### src/design/cmf_params.svh
// constants of the can mailbox and filter-configuration register block
// assumes byte-wide register port with 8-bit addresses and a 16-byte paged window
`ifndef CMF_PARAMS_SVH
`define CMF_PARAMS_SVH

`define CMF_A_WIN_HI   4'h7
`define CMF_A_PAGE     8'h6F
`define CMF_A_GSTAT    8'h6E
`define CMF_A_TPRIO    8'h6D

`define CMF_IX_CSR     4'h0
`define CMF_IX_DLC     4'h1
`define CMF_IX_ID0     4'h2
`define CMF_IX_ID3     4'h5
`define CMF_IX_DAT0    4'h6
`define CMF_IX_DAT7    4'hD
`define CMF_IX_FCFG0   4'hA
`define CMF_IX_FCFG1   4'hB

`define CMF_PG_TX0     3'h0
`define CMF_PG_TX1     3'h1
`define CMF_PG_FLT01   3'h2
`define CMF_PG_FLT23   3'h3
`define CMF_PG_FLT45   3'h4
`define CMF_PG_RSVD    3'h5
`define CMF_PG_CFG     3'h6
`define CMF_PG_RX      3'h7

`define CMF_B_TX_ERROR_FLAG     5
`define CMF_B_ARB_LOST_FLAG     4
`define CMF_B_TX_SUCCESS_FLAG     3
`define CMF_B_REQUEST_DONE_FLAG     2
`define CMF_B_ABORT_REQUEST     1
`define CMF_B_SEND_REQUEST     0
`define CMF_B_IDE      6
`define CMF_B_RTR      5

`define CMF_G_DONE0    0
`define CMF_G_OK0      4
`define CMF_P_EMPTY0   2

`define CMF_M_ID0      8'h7F
`define CMF_M_ID3      8'hFE
`define CMF_M_DLC      8'h0F
`define CMF_M_FCFG     8'h77
`define CMF_M_PAGE     8'h07

`define CMF_RST_BYTE   8'h00

`endif

### src/design/cmf_pkg.sv
// types of the can mailbox and filter-configuration register block
// assumes cmf_params.svh supplies all offsets and bit positions
package cmf_pkg;

  // id[0] is the first identifier byte, data[0] the first payload byte
  typedef struct packed {
    logic [7:0][7:0] data;
    logic [3:0]      dlc;
    logic [3:0][7:0] id;
  } cmf_msg_t;

  // field order equals bit order 5..0 of the control-status byte
  typedef struct packed {
    logic tx_error_flag;
    logic arb_lost_flag;
    logic tx_success_flag;
    logic request_done_flag;
    logic abort_request;
    logic send_request;
  } cmf_tx_flags_t;

  typedef enum logic [1:0] {
    CMF_RES_OK    = 2'h0,
    CMF_RES_ARB   = 2'h1,
    CMF_RES_ERR   = 2'h3,
    CMF_RES_ABORT = 2'h2
  } cmf_tx_result_t;

  typedef struct packed {
    logic           valid;
    logic           mbx;
    cmf_tx_result_t res;
  } cmf_tx_evt_t;

  typedef struct packed {
    logic       valid;
    logic [7:0] match_index_field;
    cmf_msg_t   msg;
  } cmf_rx_evt_t;

  typedef struct packed {
    logic [7:0] pair_b;
    logic [7:0] pair_a;
  } cmf_filt_cfg_t;

  typedef struct packed {
    cmf_msg_t      [1:0] tx_msg;
    cmf_tx_flags_t [1:0] tx_flags;
    cmf_msg_t            rx_msg;
    logic          [7:0] fmi;
    logic          [2:0] page_select_field;
    cmf_filt_cfg_t       filt;
    logic          [7:0] rd_data;
  } cmf_state_t;

endpackage

### src/design/cmf_mailbox_filter_regs.sv
// register logic of two transmit mailboxes, one receive mailbox and filter 0..3 configuration
// assumes a protocol engine that reports attempt results and stores received frames
`timescale 1ns/10ps
`default_nettype none
`include "cmf_params.svh"

module cmf_mailbox_filter_regs
  import cmf_pkg::*;
(
  input  wire logic          i_sys_clk,
  input  wire logic          i_rst,
  input  wire logic [7:0]    i_addr,
  input  wire logic [7:0]    i_wr_data,
  input  wire logic          i_wr_stb,
  input  wire logic          i_rd_stb,
  output logic      [7:0]    o_rd_data,
  input  wire cmf_tx_evt_t   i_tx_evt,
  input  wire cmf_rx_evt_t   i_rx_evt,
  output logic      [1:0]    o_send_request,
  output logic      [1:0]    o_abort_request,
  output cmf_msg_t  [1:0]    o_tx_msg,
  output cmf_filt_cfg_t      o_filt_cfg
);

  cmf_state_t r;
  cmf_state_t n;

  // reserved bits are dropped on store so every read returns them as zero
  function automatic cmf_msg_t msg_clean(input cmf_msg_t m);
    cmf_msg_t c;
    c       = m;
    c.id[0] = m.id[0] & `CMF_M_ID0;
    c.id[3] = m.id[3] & `CMF_M_ID3;
    return c;
  endfunction

  function automatic logic [7:0] msg_rd(input cmf_msg_t m, input logic [3:0] idx);
    logic [3:0] off_id;
    logic [3:0] off_dat;
    logic [7:0] v;
    off_id  = idx - `CMF_IX_ID0;
    off_dat = idx - `CMF_IX_DAT0;
    v       = `CMF_RST_BYTE;
    if (idx == `CMF_IX_DLC)
    begin
      v = {4'h0, m.dlc};
    end
    else if (idx >= `CMF_IX_ID0 && idx <= `CMF_IX_ID3)
    begin
      v = m.id[off_id[1:0]];
    end
    else if (idx >= `CMF_IX_DAT0 && idx <= `CMF_IX_DAT7)
    begin
      v = m.data[off_dat[2:0]];
    end
    return v;
  endfunction

  function automatic cmf_msg_t msg_wr(input cmf_msg_t m, input logic [3:0] idx, input logic [7:0] d);
    logic [3:0] off_id;
    logic [3:0] off_dat;
    cmf_msg_t   c;
    off_id  = idx - `CMF_IX_ID0;
    off_dat = idx - `CMF_IX_DAT0;
    c       = m;
    if (idx == `CMF_IX_DLC)
    begin
      c.dlc = d[3:0];
    end
    else if (idx >= `CMF_IX_ID0 && idx <= `CMF_IX_ID3)
    begin
      c.id[off_id[1:0]] = d;
    end
    else if (idx >= `CMF_IX_DAT0 && idx <= `CMF_IX_DAT7)
    begin
      c.data[off_dat[2:0]] = d;
    end
    return msg_clean(c);
  endfunction

  logic       wr_win;
  logic       tx_page;
  logic       cur_mbx;
  logic [3:0] idx;
  logic [7:0] win_rd;
  logic [7:0] gstat;
  logic [7:0] tprio;
  logic [7:0] rd_val;

  assign wr_win  = i_wr_stb && (i_addr[7:4] == `CMF_A_WIN_HI);
  assign idx     = i_addr[3:0];
  assign cur_mbx = r.page_select_field[0];
  assign tx_page = (r.page_select_field == `CMF_PG_TX0) || (r.page_select_field == `CMF_PG_TX1);

  // global status is built from the mailbox flags, so the two views cannot disagree
  always_comb
  begin
    gstat = `CMF_RST_BYTE;
    tprio = `CMF_RST_BYTE;
    for (int k = 0; k < 2; k++)
    begin
      gstat[`CMF_G_DONE0 + k]  = r.tx_flags[k].request_done_flag;
      gstat[`CMF_G_OK0 + k]    = r.tx_flags[k].tx_success_flag;
      tprio[`CMF_P_EMPTY0 + k] = !r.tx_flags[k].send_request;
    end
  end

  always_comb
  begin
    win_rd = `CMF_RST_BYTE;
    unique case (r.page_select_field)
      `CMF_PG_TX0, `CMF_PG_TX1:
      begin
        if (idx == `CMF_IX_CSR)
        begin
          win_rd = {2'b00, r.tx_flags[cur_mbx]};
        end
        else
        begin
          win_rd = msg_rd(r.tx_msg[cur_mbx], idx);
        end
      end
      `CMF_PG_RX:
      begin
        if (idx == `CMF_IX_CSR)
        begin
          win_rd = r.fmi;
        end
        else
        begin
          win_rd = msg_rd(r.rx_msg, idx);
        end
      end
      `CMF_PG_CFG:
      begin
        if (idx == `CMF_IX_FCFG0)
        begin
          win_rd = r.filt.pair_a;
        end
        else if (idx == `CMF_IX_FCFG1)
        begin
          win_rd = r.filt.pair_b;
        end
      end
      // filter banks and the reserved page lie outside this block and read zero
      `CMF_PG_FLT01, `CMF_PG_FLT23, `CMF_PG_FLT45, `CMF_PG_RSVD:
      begin
        win_rd = `CMF_RST_BYTE;
      end
    endcase
  end

  always_comb
  begin
    if (i_addr[7:4] == `CMF_A_WIN_HI)
    begin
      rd_val = win_rd;
    end
    else if (i_addr == `CMF_A_PAGE)
    begin
      rd_val = {5'h00, r.page_select_field};
    end
    else if (i_addr == `CMF_A_GSTAT)
    begin
      rd_val = gstat;
    end
    else if (i_addr == `CMF_A_TPRIO)
    begin
      rd_val = tprio;
    end
    else
    begin
      rd_val = `CMF_RST_BYTE;
    end
  end

  logic [1:0] clr_done;
  logic       evt_ok;
  logic       evt_fail;
  logic       evt_empty;

  always_comb
  begin
    n        = r;
    clr_done = 2'b00;
    evt_ok   = 1'b0;
    evt_fail = 1'b0;
    evt_empty = 1'b0;
    n.rd_data = i_rd_stb ? rd_val : `CMF_RST_BYTE;

    if (wr_win && tx_page)
    begin
      if (idx == `CMF_IX_CSR)
      begin
        if (i_wr_data[`CMF_B_SEND_REQUEST])
        begin
          n.tx_flags[cur_mbx].send_request = 1'b1;
          clr_done[cur_mbx]                = 1'b1;
        end
        // abort on an idle mailbox would leave a stale flag, so it is dropped
        if (i_wr_data[`CMF_B_ABORT_REQUEST] && r.tx_flags[cur_mbx].send_request)
        begin
          n.tx_flags[cur_mbx].abort_request = 1'b1;
        end
        if (i_wr_data[`CMF_B_REQUEST_DONE_FLAG])
        begin
          clr_done[cur_mbx] = 1'b1;
        end
      end
      else if (!r.tx_flags[cur_mbx].send_request)
      begin
        n.tx_msg[cur_mbx] = msg_wr(r.tx_msg[cur_mbx], idx, i_wr_data);
      end
    end

    if (wr_win && (r.page_select_field == `CMF_PG_CFG))
    begin
      if (idx == `CMF_IX_FCFG0)
      begin
        n.filt.pair_a = i_wr_data & `CMF_M_FCFG;
      end
      else if (idx == `CMF_IX_FCFG1)
      begin
        n.filt.pair_b = i_wr_data & `CMF_M_FCFG;
      end
    end

    if (i_wr_stb && (i_addr == `CMF_A_PAGE))
    begin
      n.page_select_field = i_wr_data[2:0];
    end
    if (i_wr_stb && (i_addr == `CMF_A_GSTAT))
    begin
      clr_done = clr_done | i_wr_data[`CMF_G_DONE0 +: 2];
    end

    for (int k = 0; k < 2; k++)
    begin
      if (clr_done[k])
      begin
        n.tx_flags[k].request_done_flag = 1'b0;
        n.tx_flags[k].tx_success_flag   = 1'b0;
        n.tx_flags[k].arb_lost_flag     = 1'b0;
        n.tx_flags[k].tx_error_flag     = 1'b0;
      end
    end

    // hardware result comes last so a same-cycle software clear never hides it
    if (i_tx_evt.valid && r.tx_flags[i_tx_evt.mbx].send_request)
    begin
      evt_ok    = (i_tx_evt.res == CMF_RES_OK);
      evt_fail  = (i_tx_evt.res == CMF_RES_ARB) || (i_tx_evt.res == CMF_RES_ERR);
      evt_empty = evt_ok || (i_tx_evt.res == CMF_RES_ABORT) || r.tx_flags[i_tx_evt.mbx].abort_request;
      n.tx_flags[i_tx_evt.mbx].tx_error_flag   = (i_tx_evt.res == CMF_RES_ERR);
      n.tx_flags[i_tx_evt.mbx].arb_lost_flag   = (i_tx_evt.res == CMF_RES_ARB);
      n.tx_flags[i_tx_evt.mbx].tx_success_flag = evt_ok && !evt_fail;
      if (evt_empty)
      begin
        n.tx_flags[i_tx_evt.mbx].send_request      = 1'b0;
        n.tx_flags[i_tx_evt.mbx].abort_request     = 1'b0;
        n.tx_flags[i_tx_evt.mbx].request_done_flag = 1'b1;
      end
    end

    if (i_rx_evt.valid)
    begin
      n.rx_msg = msg_clean(i_rx_evt.msg);
      n.fmi    = i_rx_evt.match_index_field;
    end
  end

  // payload and identifier have no documented reset value; zero is used for simplicity
  always_ff @(posedge i_sys_clk)
  begin
    if (i_rst)
    begin
      r <= '0;
    end
    else
    begin
      r <= n;
    end
  end

  assign o_rd_data       = r.rd_data;
  assign o_send_request  = {r.tx_flags[1].send_request, r.tx_flags[0].send_request};
  assign o_abort_request = {r.tx_flags[1].abort_request, r.tx_flags[0].abort_request};
  assign o_tx_msg        = r.tx_msg;
  assign o_filt_cfg      = r.filt;

  logic wr_csr0;
  logic wr_pg0;
  assign wr_csr0 = wr_win && (idx == `CMF_IX_CSR) && (r.page_select_field == `CMF_PG_TX0);
  assign wr_pg0  = wr_win && (r.page_select_field == `CMF_PG_TX0);
endmodule // cmf_mailbox_filter_regs

`default_nettype wire

### config.mk
export PLATFORM = sky130hd
export DESIGN_NAME = cmf_mailbox_filter_regs
export DESIGN_NICKNAME = d
export VERILOG_FILES = /design/src/design/cmf_pkg.sv /design/src/design/cmf_mailbox_filter_regs.sv
export VERILOG_INCLUDE_DIRS = /design/src /design/src/design
export SDC_FILE = /design/constraint.sdc
export NUM_CORES = 1
export LEC_CHECK = 0
export BUFFER_PORTS_ARGS = -buffer_cell sky130_fd_sc_hd__clkbuf_2
export CORE_UTILIZATION = 51
export CTS_CLUSTER_DIAMETER = 120
export DETAILED_ROUTE_END_ITERATION = 8
export HOLD_SLACK_MARGIN = 0.06
export PLACE_DENSITY = 0.77
export RECOVER_POWER = 50
export SLEW_MARGIN = 40
export SYNTH_ARGS = -nofsm -noshare
export SYNTH_HDL_FRONTEND = slang
export SYNTH_SLANG_ARGS = --single-unit
### constraint.sdc
create_clock -name i_sys_clk -period 2.4 [get_ports i_sys_clk]
set_input_delay 0 -clock i_sys_clk [delete_from_list [all_inputs] [get_ports i_sys_clk]]
set_output_delay 0 -clock i_sys_clk [all_outputs]
set_load 0.05 [all_outputs]
== Word-level counts from Yosys, hierarchy flattened ==
Cells that the tools add are included.

* Bitwise gates (word level): 6
* Reduce and logical (&&, ||, !) cells: 30
* Add/sub/neg operators: 2
* Mux-type cells: 96
* Magnitude comparators: 12
* Equal/unequal tests: 17

{| class="wikitable"
|+ Operator list
! operator !! number
|-
| two-way mux 64 bit || 6
|-
| two-way mux 100 bit || 3
|-
| bitwise mux 200 bit || 1
|-
| two-way mux 32 bit || 5
|-
| two-way mux 8 bit || 15
|-
| demux 100 bit (select 1 bit) || 1
|-
| bitwise mux 12 bit || 8
|-
| two-way mux 12 bit || 8
|-
| bitwise mux 64 bit || 1
|-
| binary-select mux 8 bit (select 3 bit) || 2
|-
| demux 6 bit (select 1 bit) || 8
|-
| binary-select mux 8 bit (select 2 bit) || 2
|-
| bitwise mux 32 bit || 1
|-
| two-way mux 4 bit || 8
|-
| one-hot mux 8 bit (4 select lines) || 1
|-
| two-way mux 6 bit || 5
|-
| demux 8 bit (select 3 bit) || 1
|-
| == test 8 x 7 -> 1 bit (second input constant) || 3
|-
| two-way mux 2 bit || 11
|-
| demux 8 bit (select 2 bit) || 1
|-
| logical AND 1 bit || 14
|-
| two-way mux 7 bit || 2
|-
| == test 3 bit (second input constant) || 4
|-
| == test 4 bit (second input constant) || 2
|-
| 33 further kinds || 50
|}

* Register bits: 341
* Word-level logic and storage cells: 219
* Bits of input ports: 133
* Output and inout bits: 228

== Logic depth before layout (Yosys ltp) ==
Gate-level depths: netlist of run 1.

* Depth in word-level cells: 22
* Gate-level depth with buffers: 13
* Depth with buffers taken out: 8

== Worst setup path after synthesis of run 1 ==
OpenSTA, ideal clock, no wires.

* Kind: input -> register
* From: in i_addr[1]
* To: reg r, in the netlist o_rd_data[2]
* Setup time: 0.131 ns
* Stages on the path: 12
* Data required time: 2.269 ns
* Data arrival time: 2.377 ns
* Path buffers: 5
* Setup slack: -0.108 ns
* Path through: buf_4 > buf_6 > buf_4 > inv_1 > buf_2 > ha_1 > clkbuf_1 > mux4_2 > mux2i_1 > a21oi_1 > o311ai_0 > nor3_1

* Word-level cells in the longest chain between the ends: 9
* Elaborated cells between the ends (all ways): 38
* Those cells by class: add/sub (2); order compare (4); eq/ne (6); mux (23); reduce/logical (3)

{| class="wikitable"
|+ Ends and longest elaborated chain
! element !! RTL line !! text
|-
| from (decl) || cmf_mailbox_filter_regs.sv:12 || <nowiki>input wire logic [7:0] i_addr,</nowiki>
|-
| subtractor 3 bit (no source line) || -- ||
|-
| binary-select mux 8 bit (select 3 bit) || cmf_mailbox_filter_regs.sv:54 || <nowiki>v = m.data[off_dat[2:0]];</nowiki>
|-
| two-way mux 8 bit (implied by the code) || cmf_mailbox_filter_regs.sv:54 ||
|-
| two-way mux 8 bit || cmf_mailbox_filter_regs.sv:52 || <nowiki>else if (idx >= `CMF_IX_DAT0 && idx <= `CMF_IX_DAT7)</nowiki>
|-
| two-way mux 8 bit || cmf_mailbox_filter_regs.sv:48 || <nowiki>else if (idx >= `CMF_IX_ID0 && idx <= `CMF_IX_ID3)</nowiki>
|-
| two-way mux 8 bit || cmf_mailbox_filter_regs.sv:44 || <nowiki>if (idx == `CMF_IX_DLC)</nowiki>
|-
| two-way mux 8 bit, on equally long branches || cmf_mailbox_filter_regs.sv:125, cmf_mailbox_filter_regs.sv:114 ||
|-
| one-hot mux 8 bit (4 select lines) || cmf_mailbox_filter_regs.sv:111 || <nowiki>unique case (r.page_select_field)</nowiki>
|-
| two-way mux 8 bit * || cmf_mailbox_filter_regs.sv:155 || <nowiki>if (i_addr[7:4] == `CMF_A_WIN_HI)</nowiki>
|-
| to (signal assigned) || cmf_mailbox_filter_regs.sv:281 || <nowiki>r <= n;</nowiki>
|-
| to (decl) || cmf_mailbox_filter_regs.sv:25 || <nowiki>cmf_state_t r;</nowiki>
|}

Mark *: on every way between the ends. The rest lies on a longest branch, timed or not. The select of a mux whose other input is x is not followed.
A chain may end at the register's enable or synchronous reset.

== Final worst setup path of run 1 ==
* From: reg r, in the netlist cur_mbx
* To: reg r, in the netlist o_rd_data[4]

* Word-level cells in the longest chain between the ends: 10
* Elaborated cells between the ends (all ways): 24
* Those cells by class: eq/ne (7); mux (14); reduce/logical (3)

{| class="wikitable"
|+ Ends and longest elaborated chain
! element !! RTL line !! text
|-
| two-way mux 100 bit (implied by the code) (2 in a row) || cmf_mailbox_filter_regs.sv:120 || <nowiki>win_rd = msg_rd(r.tx_msg[cur_mbx], idx);</nowiki>
|-
| binary-select mux 8 bit (select 3 bit) || cmf_mailbox_filter_regs.sv:54 ||
|-
| two-way mux 8 bit (implied by the code) || cmf_mailbox_filter_regs.sv:54 ||
|-
| two-way mux 8 bit || cmf_mailbox_filter_regs.sv:52 ||
|-
| two-way mux 8 bit || cmf_mailbox_filter_regs.sv:48 ||
|-
| two-way mux 8 bit || cmf_mailbox_filter_regs.sv:44 ||
|-
| two-way mux 8 bit || cmf_mailbox_filter_regs.sv:114 || <nowiki>if (idx == `CMF_IX_CSR)</nowiki>
|-
| one-hot mux 8 bit (4 select lines) * || cmf_mailbox_filter_regs.sv:111 ||
|-
| two-way mux 8 bit * || cmf_mailbox_filter_regs.sv:155 ||
|}

Marks and branches as above.

==> flow_summary.ini, run 1 <==
[timing]
fmax_mhz = 425
worstMarginPinSlew_ns = 0.877
fin_skew_ns = 0.0144
hold_violations = 0
slew_violations = 0
rsz0062_at_grt = yes
hold_slack_ns = 0.0621
slew_headroom = 0.415
finalWorstSetupSlack_ns = 0.0464
fin_crit_sh = 0.981
finalSetupViolations = 0
period_needed_ns = 2.35

[finish]
final_common_cell = dfxtp_1
register_area_sq_um = 6750
nets = 2543
fin_area_sq_um = 22200
n_fill_cell = 2979
fin_cells = 2896
area_delta_synth_final_pct = 18.2
multiInputGateArea_sq_um = 9570
drive_gt1_frac = 0.181
final_cell_mix = dfxtp_1, nand2_1, nor2_1

[logic_synthesis]
synth_edf_count = 0
ys.flop_type = dfxtp_1
synth_area_leaders = dfxtp_1, mux2i_1, buf_4
synth_cells = 2158
synth_top_area_frac = 0.360
synth_warnings = 0
syn_area_sq_um = 18800
synth_top_area_cell = dfxtp_1
yosysSeqAreaShare = 0.360
async_reset_ff_frac = 0
avgSynthCellArea_sq_um = 8.69
ys_seq_elements = 337
ys_types = 66

[clocking]
clock_sinks = 337
cts-root-buf = clkbuf_16
cts_setup_buffers = 0
cts_buffers = 39
clock_path_buffers = 3
htree_levels = 2
clock_latency_ns = 0.55
cts_tree = yes
clk_pin_slew_ns = 0.06

[status]
status = finished clean

[power]
switchingPower_uw = 3260
leakage_uw = 0.00862
pwr-share-comb = 0.107
p_total_uw = 13200
p_per_area_nw_per_um2 = 598
peakVddDrop_mv = 0.480
swShare = 0.246
seq_power_share = 0.436
p_int_uw = 9990
pwr-share-clk = 0.457

[drt]
antenna_left = 0
vias_per_cell = 6.00
post_drt_wl_per_cell_microns = 22.7
wirelength_mm = 65.8
route.detailed.drc = 0
drt_iter0_drc = 1858
vias = 17400
firstDrtPassIters = 6

[die]
die_h_microns = 194
io_pins = 361
dieArea_sq_um = 37500
core_area_sq_um = 35900
core.rowCount = 69
start_util = 0.522
die_w_microns = 194

[placed_design]
placed_cell_area_sq_um = 19500
hpwlAfterDp_mm = 42.6
gp_congestion = 0.955
dp.cells = 2660
io_buffers = 350
pre_cts_ws_ns = 0.123

[grt]
grt_max_degree = 122
grt_pass1_vias = 17000
grt_pass1_wl_mm = 99.1
grt_usage = 0.341
antenna_found_initial = 3
grt_overflow = 0

[setup_path]
end_kind = flip-flop
startpoint_type = flip-flop
worstPathRequired_ns = 2.86
cp_max_fo = 38
critical_path_class = flip-flop to flip-flop
cp.arrival_ns = 2.81

[worst_hold_path]
hold_path_class = primary input to flip-flop

[flow_run]
max_cap_violations = 0
[worst max-delay path: stages, from the launching register on]
cell and delay (ns):
dfxtp_4 0.41, buf_12 0.24, mux2i_1 0.18, and3_1 0.25
or4b_2 0.68, a31oi_2 0.21, o21ai_0 0.11, a31oi_1 0.15
[cell families (layout without fill, tap and decap cells)]
family                   after synthesis  after routing  share of synthesized area
AND/OR/NAND/NOR                      671            671                      0.145
buffers and inverters                401            668                      0.133
multiplexers                         381            381                      0.248
AO/OA/AOI/OAI                        362            362                      0.111
flip-flops                           337            337                      0.360
adder cells (fa/ha/maj)                5              5                    0.00334
other                                  1             11                   0.000200
[area by class of cell]
type,instances,share of cell area
multi-input cells,1427,0.432
flip-flops and latches,337,0.305
repair buffers,586,0.176
clock buffers,61,0.0560
well taps,461,0.0260
clock inverters,7,0.00305
inverters,14,0.00237
diodes,3,0.000339
[final timing paths]
check	from	to	slack (ns)	cells after the start
hold / removal	i_addr[6]	o_rd_data[5]	0.06	4
hold reg to reg	r[139]	r[139]	0.48	2
setup reg to reg	cur_mbx	o_rd_data[4]	0.05	7
setup / recovery	cur_mbx	o_rd_data[4]	0.05	7
[per-stage QoR]
step | setup TNS, ns | utilization
finish | 0 | 0.617
floorplan | 0 | -
CTS | 0 | 0.624
detailed placement | 0 | 0.542
global placement | 0 | 0.542
global route | -0.00918 | 0.617
[sequential cells by signal, summed over array words and instances, names as in the netlist]
signal	flops
o_rd_data	8
gstat	4
o_abort_request	2
o_tx_msg	196
o_send_request	2
r	112
cur_mbx	1
o_filt_cfg	12
[metal layers]
metal / up-vias / share of wire / track usage
met5: - / 0 / 0
met4: 0 / 0.056 / 0.194
met3: 236 / 0.11 / 0.0830
met2: 1138 / 0.45 / 0.530
met1: 8322 / 0.39 / 0.434
li1: 7685 / - / -
[power by group through the flow]
stage               sequential, uW  combinational, uW  clock (uW)
floorplan                     5860                726           0
detailed placement            5880               1100           0
global route                  5780               1480        6340
finish                        5780               1410        6050
CTS                           5760               1350        6090
global placement              5880               1090           0
[repair_timing]
action / in CTS / in global routing
resized for setup: 0 / 1
setup endpoints to repair: 0 / 1
hold endpoints to repair: 230 / 0
hold buffers: 165 / 0
[cells in the mapped netlist (10+ instances only)]
library cell  number
inv_1             11
dfxtp_1          337
buf_4            239
clkbuf_1          94
a21oi_1          223
mux2_2            93
mux4_2            57
o21ai_0           55
a31oi_1           14
nor2_1           281
buf_2             38
nand2_1          321
nor3_1            13
mux2i_1          230
buf_1             10
(Power assumes the default switching activity.)
==> inputs of run 2 (changes only) <==
--- a/config.mk
+++ b/config.mk
@@ -7,9 +7,11 @@
 export NUM_CORES = 1
 export LEC_CHECK = 0
 export BUFFER_PORTS_ARGS = -buffer_cell sky130_fd_sc_hd__clkbuf_2
+export CORE_MARGIN = 2
 export CORE_UTILIZATION = 51
 export CTS_CLUSTER_DIAMETER = 120
 export DETAILED_ROUTE_END_ITERATION = 8
+export GPL_TIMING_DRIVEN = 0
 export HOLD_SLACK_MARGIN = 0.06
 export PLACE_DENSITY = 0.77
 export RECOVER_POWER = 50
==> flow_summary.ini, run 2 (same netlist as run 1, synthesis figures left out) <==
[drt]
route.detailed.drc = 0
vias = 19300
drt_iter0_drc = 2408
wirelength_mm = 79.1
post_drt_wl_per_cell_microns = 24.9
firstDrtPassIters = 6
vias_per_cell = 6.07
antenna_left = 0

[setup_path]
r2r_start = cur_mbx
r2r_slack_ns = -0.04
worstPathRequired_ns = 2.81
end_kind = flip-flop
reg2reg_to = o_rd_data[2]
critical_path_class = flip-flop to flip-flop
cp.arrival_ns = 2.85
reg2regPathDepth = 9
cp_max_fo = 10
startpoint_type = flip-flop

[clocking]
cts_tree = yes
clock_sinks = 337
clock_latency_ns = 0.53
cts-root-buf = clkbuf_16
htree_levels = 2
cts_buffers = 37
clk_pin_slew_ns = 0.06
clock_path_buffers = 3

[timing]
fin_crit_sh = 1.02
slew_headroom = 0.388
finalWorstSetupSlack_ns = -0.0396
worstMarginPinSlew_ns = 0.918
fmax_mhz = 410
slew_violations = 0
hold_violations = 0
fin_skew_ns = 0.0141
period_needed_ns = 2.44
finalSetupViolations = 1
setup_tns_ns = -0.0396
hold_slack_ns = 0.123
rsz0062_at_grt = yes

[die]
core_area_sq_um = 36400
die_h_microns = 196
core.rowCount = 70
die_w_microns = 196
io_pins = 361
start_util = 0.515
dieArea_sq_um = 38300

[status]
status = finished, violations left
violations = negative setup slack

[grt]
grt_use_met3 = 0.0997
antenna_found_initial = 9
grt_max_degree = 14
use_met1 = 0.498
grtUsageMet2 = 0.623
grt_overflow = 0
grt_pass1_wl_mm = 115
grt_usage = 0.398
grt_pass1_vias = 18700
gr-max-usage-layer = met2

[finish]
final_common_cell = dfxtp_1
drive_gt1_frac = 0.260
n_fill_cell = 3069
area_delta_synth_final_pct = 26.2
nets = 2816
final_cell_mix = dfxtp_1, nand2_1, clkbuf_1
largest_register_ffs = 196

[placed_design]
io_buffers = 345
hpwlAfterDp_mm = 55.0
gp_congestion = 1.01

[power]
leakage_uw = 0.00977
p_per_area_nw_per_um2 = 544
peakVddDrop_mv = 0.406
p_total_uw = 12900

[worst_hold_path]
hold_path_class = primary input to flip-flop
worstHoldStart = i_addr[6]
holdPathStages = 7
min_to = o_rd_data[1]

[flow_run]
max_cap_violations = 0
run 2: cell types whose count changed in the layout (fill, tap and decap cells not counted), sizes merged:
cell	delta
buf	+227
bufinv	-1
clkbuf	+85
clkdlybuf4s15	+1
clkinv	-2
diode	+3
dlygate4sd3	-41
inv	+1
run 2: worst max path at each step:
stage                    to  depth (start not counted)       from  slack [ns]
5_1_grt        o_tx_msg[53]                          8    cur_mbx       -0.01
2_1_floorplan  o_rd_data[4]                         12  i_addr[1]        0.04
3_3_place_gp   o_rd_data[5]                         13  i_addr[1]       -1.44
6_report       o_rd_data[2]                          9    cur_mbx       -0.04
3_5_place_dp   o_rd_data[5]                         13  i_addr[1]       -1.45
4_1_cts        o_rd_data[0]                          9    cur_mbx       0.003
run 2: power breakdown:
part | internal, uW | switching, uW | leakage, uW
combinational | 592 | 890 | 0.00647
sequential | 5700 | 76.1 | 0.00274
clock | 3190 | 2430 | 0.000560
run 2: per-stage QoR:
step / cells / worst slack (ns) / util / area [sq um]
floorplan: 2165 / 0.0444 / - / 18800
global placement: 2978 / -1.44 / 0.579 / 21100
detailed placement: 2978 / -1.45 / 0.580 / 21100
CTS: 3166 / 0.00301 / 0.652 / 23700
global route: 3175 / -0.0101 / 0.650 / 23700
finish: 3176 / -0.0396 / 0.650 / 23700
run 2: layer usage:
layer | part of all wire | routed length [microns]
met1 | 0.36 | 28600
met3 | 0.13 | 10400
met2 | 0.44 | 34900
met4 | 0.065 | 5130
met5 | 0.00015 | 12
run 2: repair_timing:
action | 4_1_cts | 5_1_grt
setup endpoints to repair | 221 | 190
resized for setup | 69 | 68
endpoints found under the hold margin | 153 | 0
buffers inserted | 2 | 6
hold buffers | 124 | 0
gates cloned | 0 | 1
pin swaps | 0 | 2
run 2: area by class of cell:
class                           instances  area (sq um)  share of cell area
Tap cell                              468           586              0.0247
Clock buffer                           58          1110              0.0471
Timing Repair Buffer                  478          2760               0.116
Clock inverter                          5          37.5             0.00159
Buffer                                383          2670               0.113
Antenna cell                            6          15.0            0.000634
Inverter                               14          61.3             0.00259
Multi-Input combinational cell       1427          9690               0.409
Sequential cell                       337          6750               0.285
run 2: worst max-delay path, stage by stage (launching register included):
cell and delay [ns]:
dfxtp_1 0.33, buf_6 0.16, buf_8 0.21, buf_6 0.21, buf_6 0.24, mux2i_4 0.36
o221ai_1 0.19, a31oi_1 0.26, and3_1 0.28, nor3_1 0.07
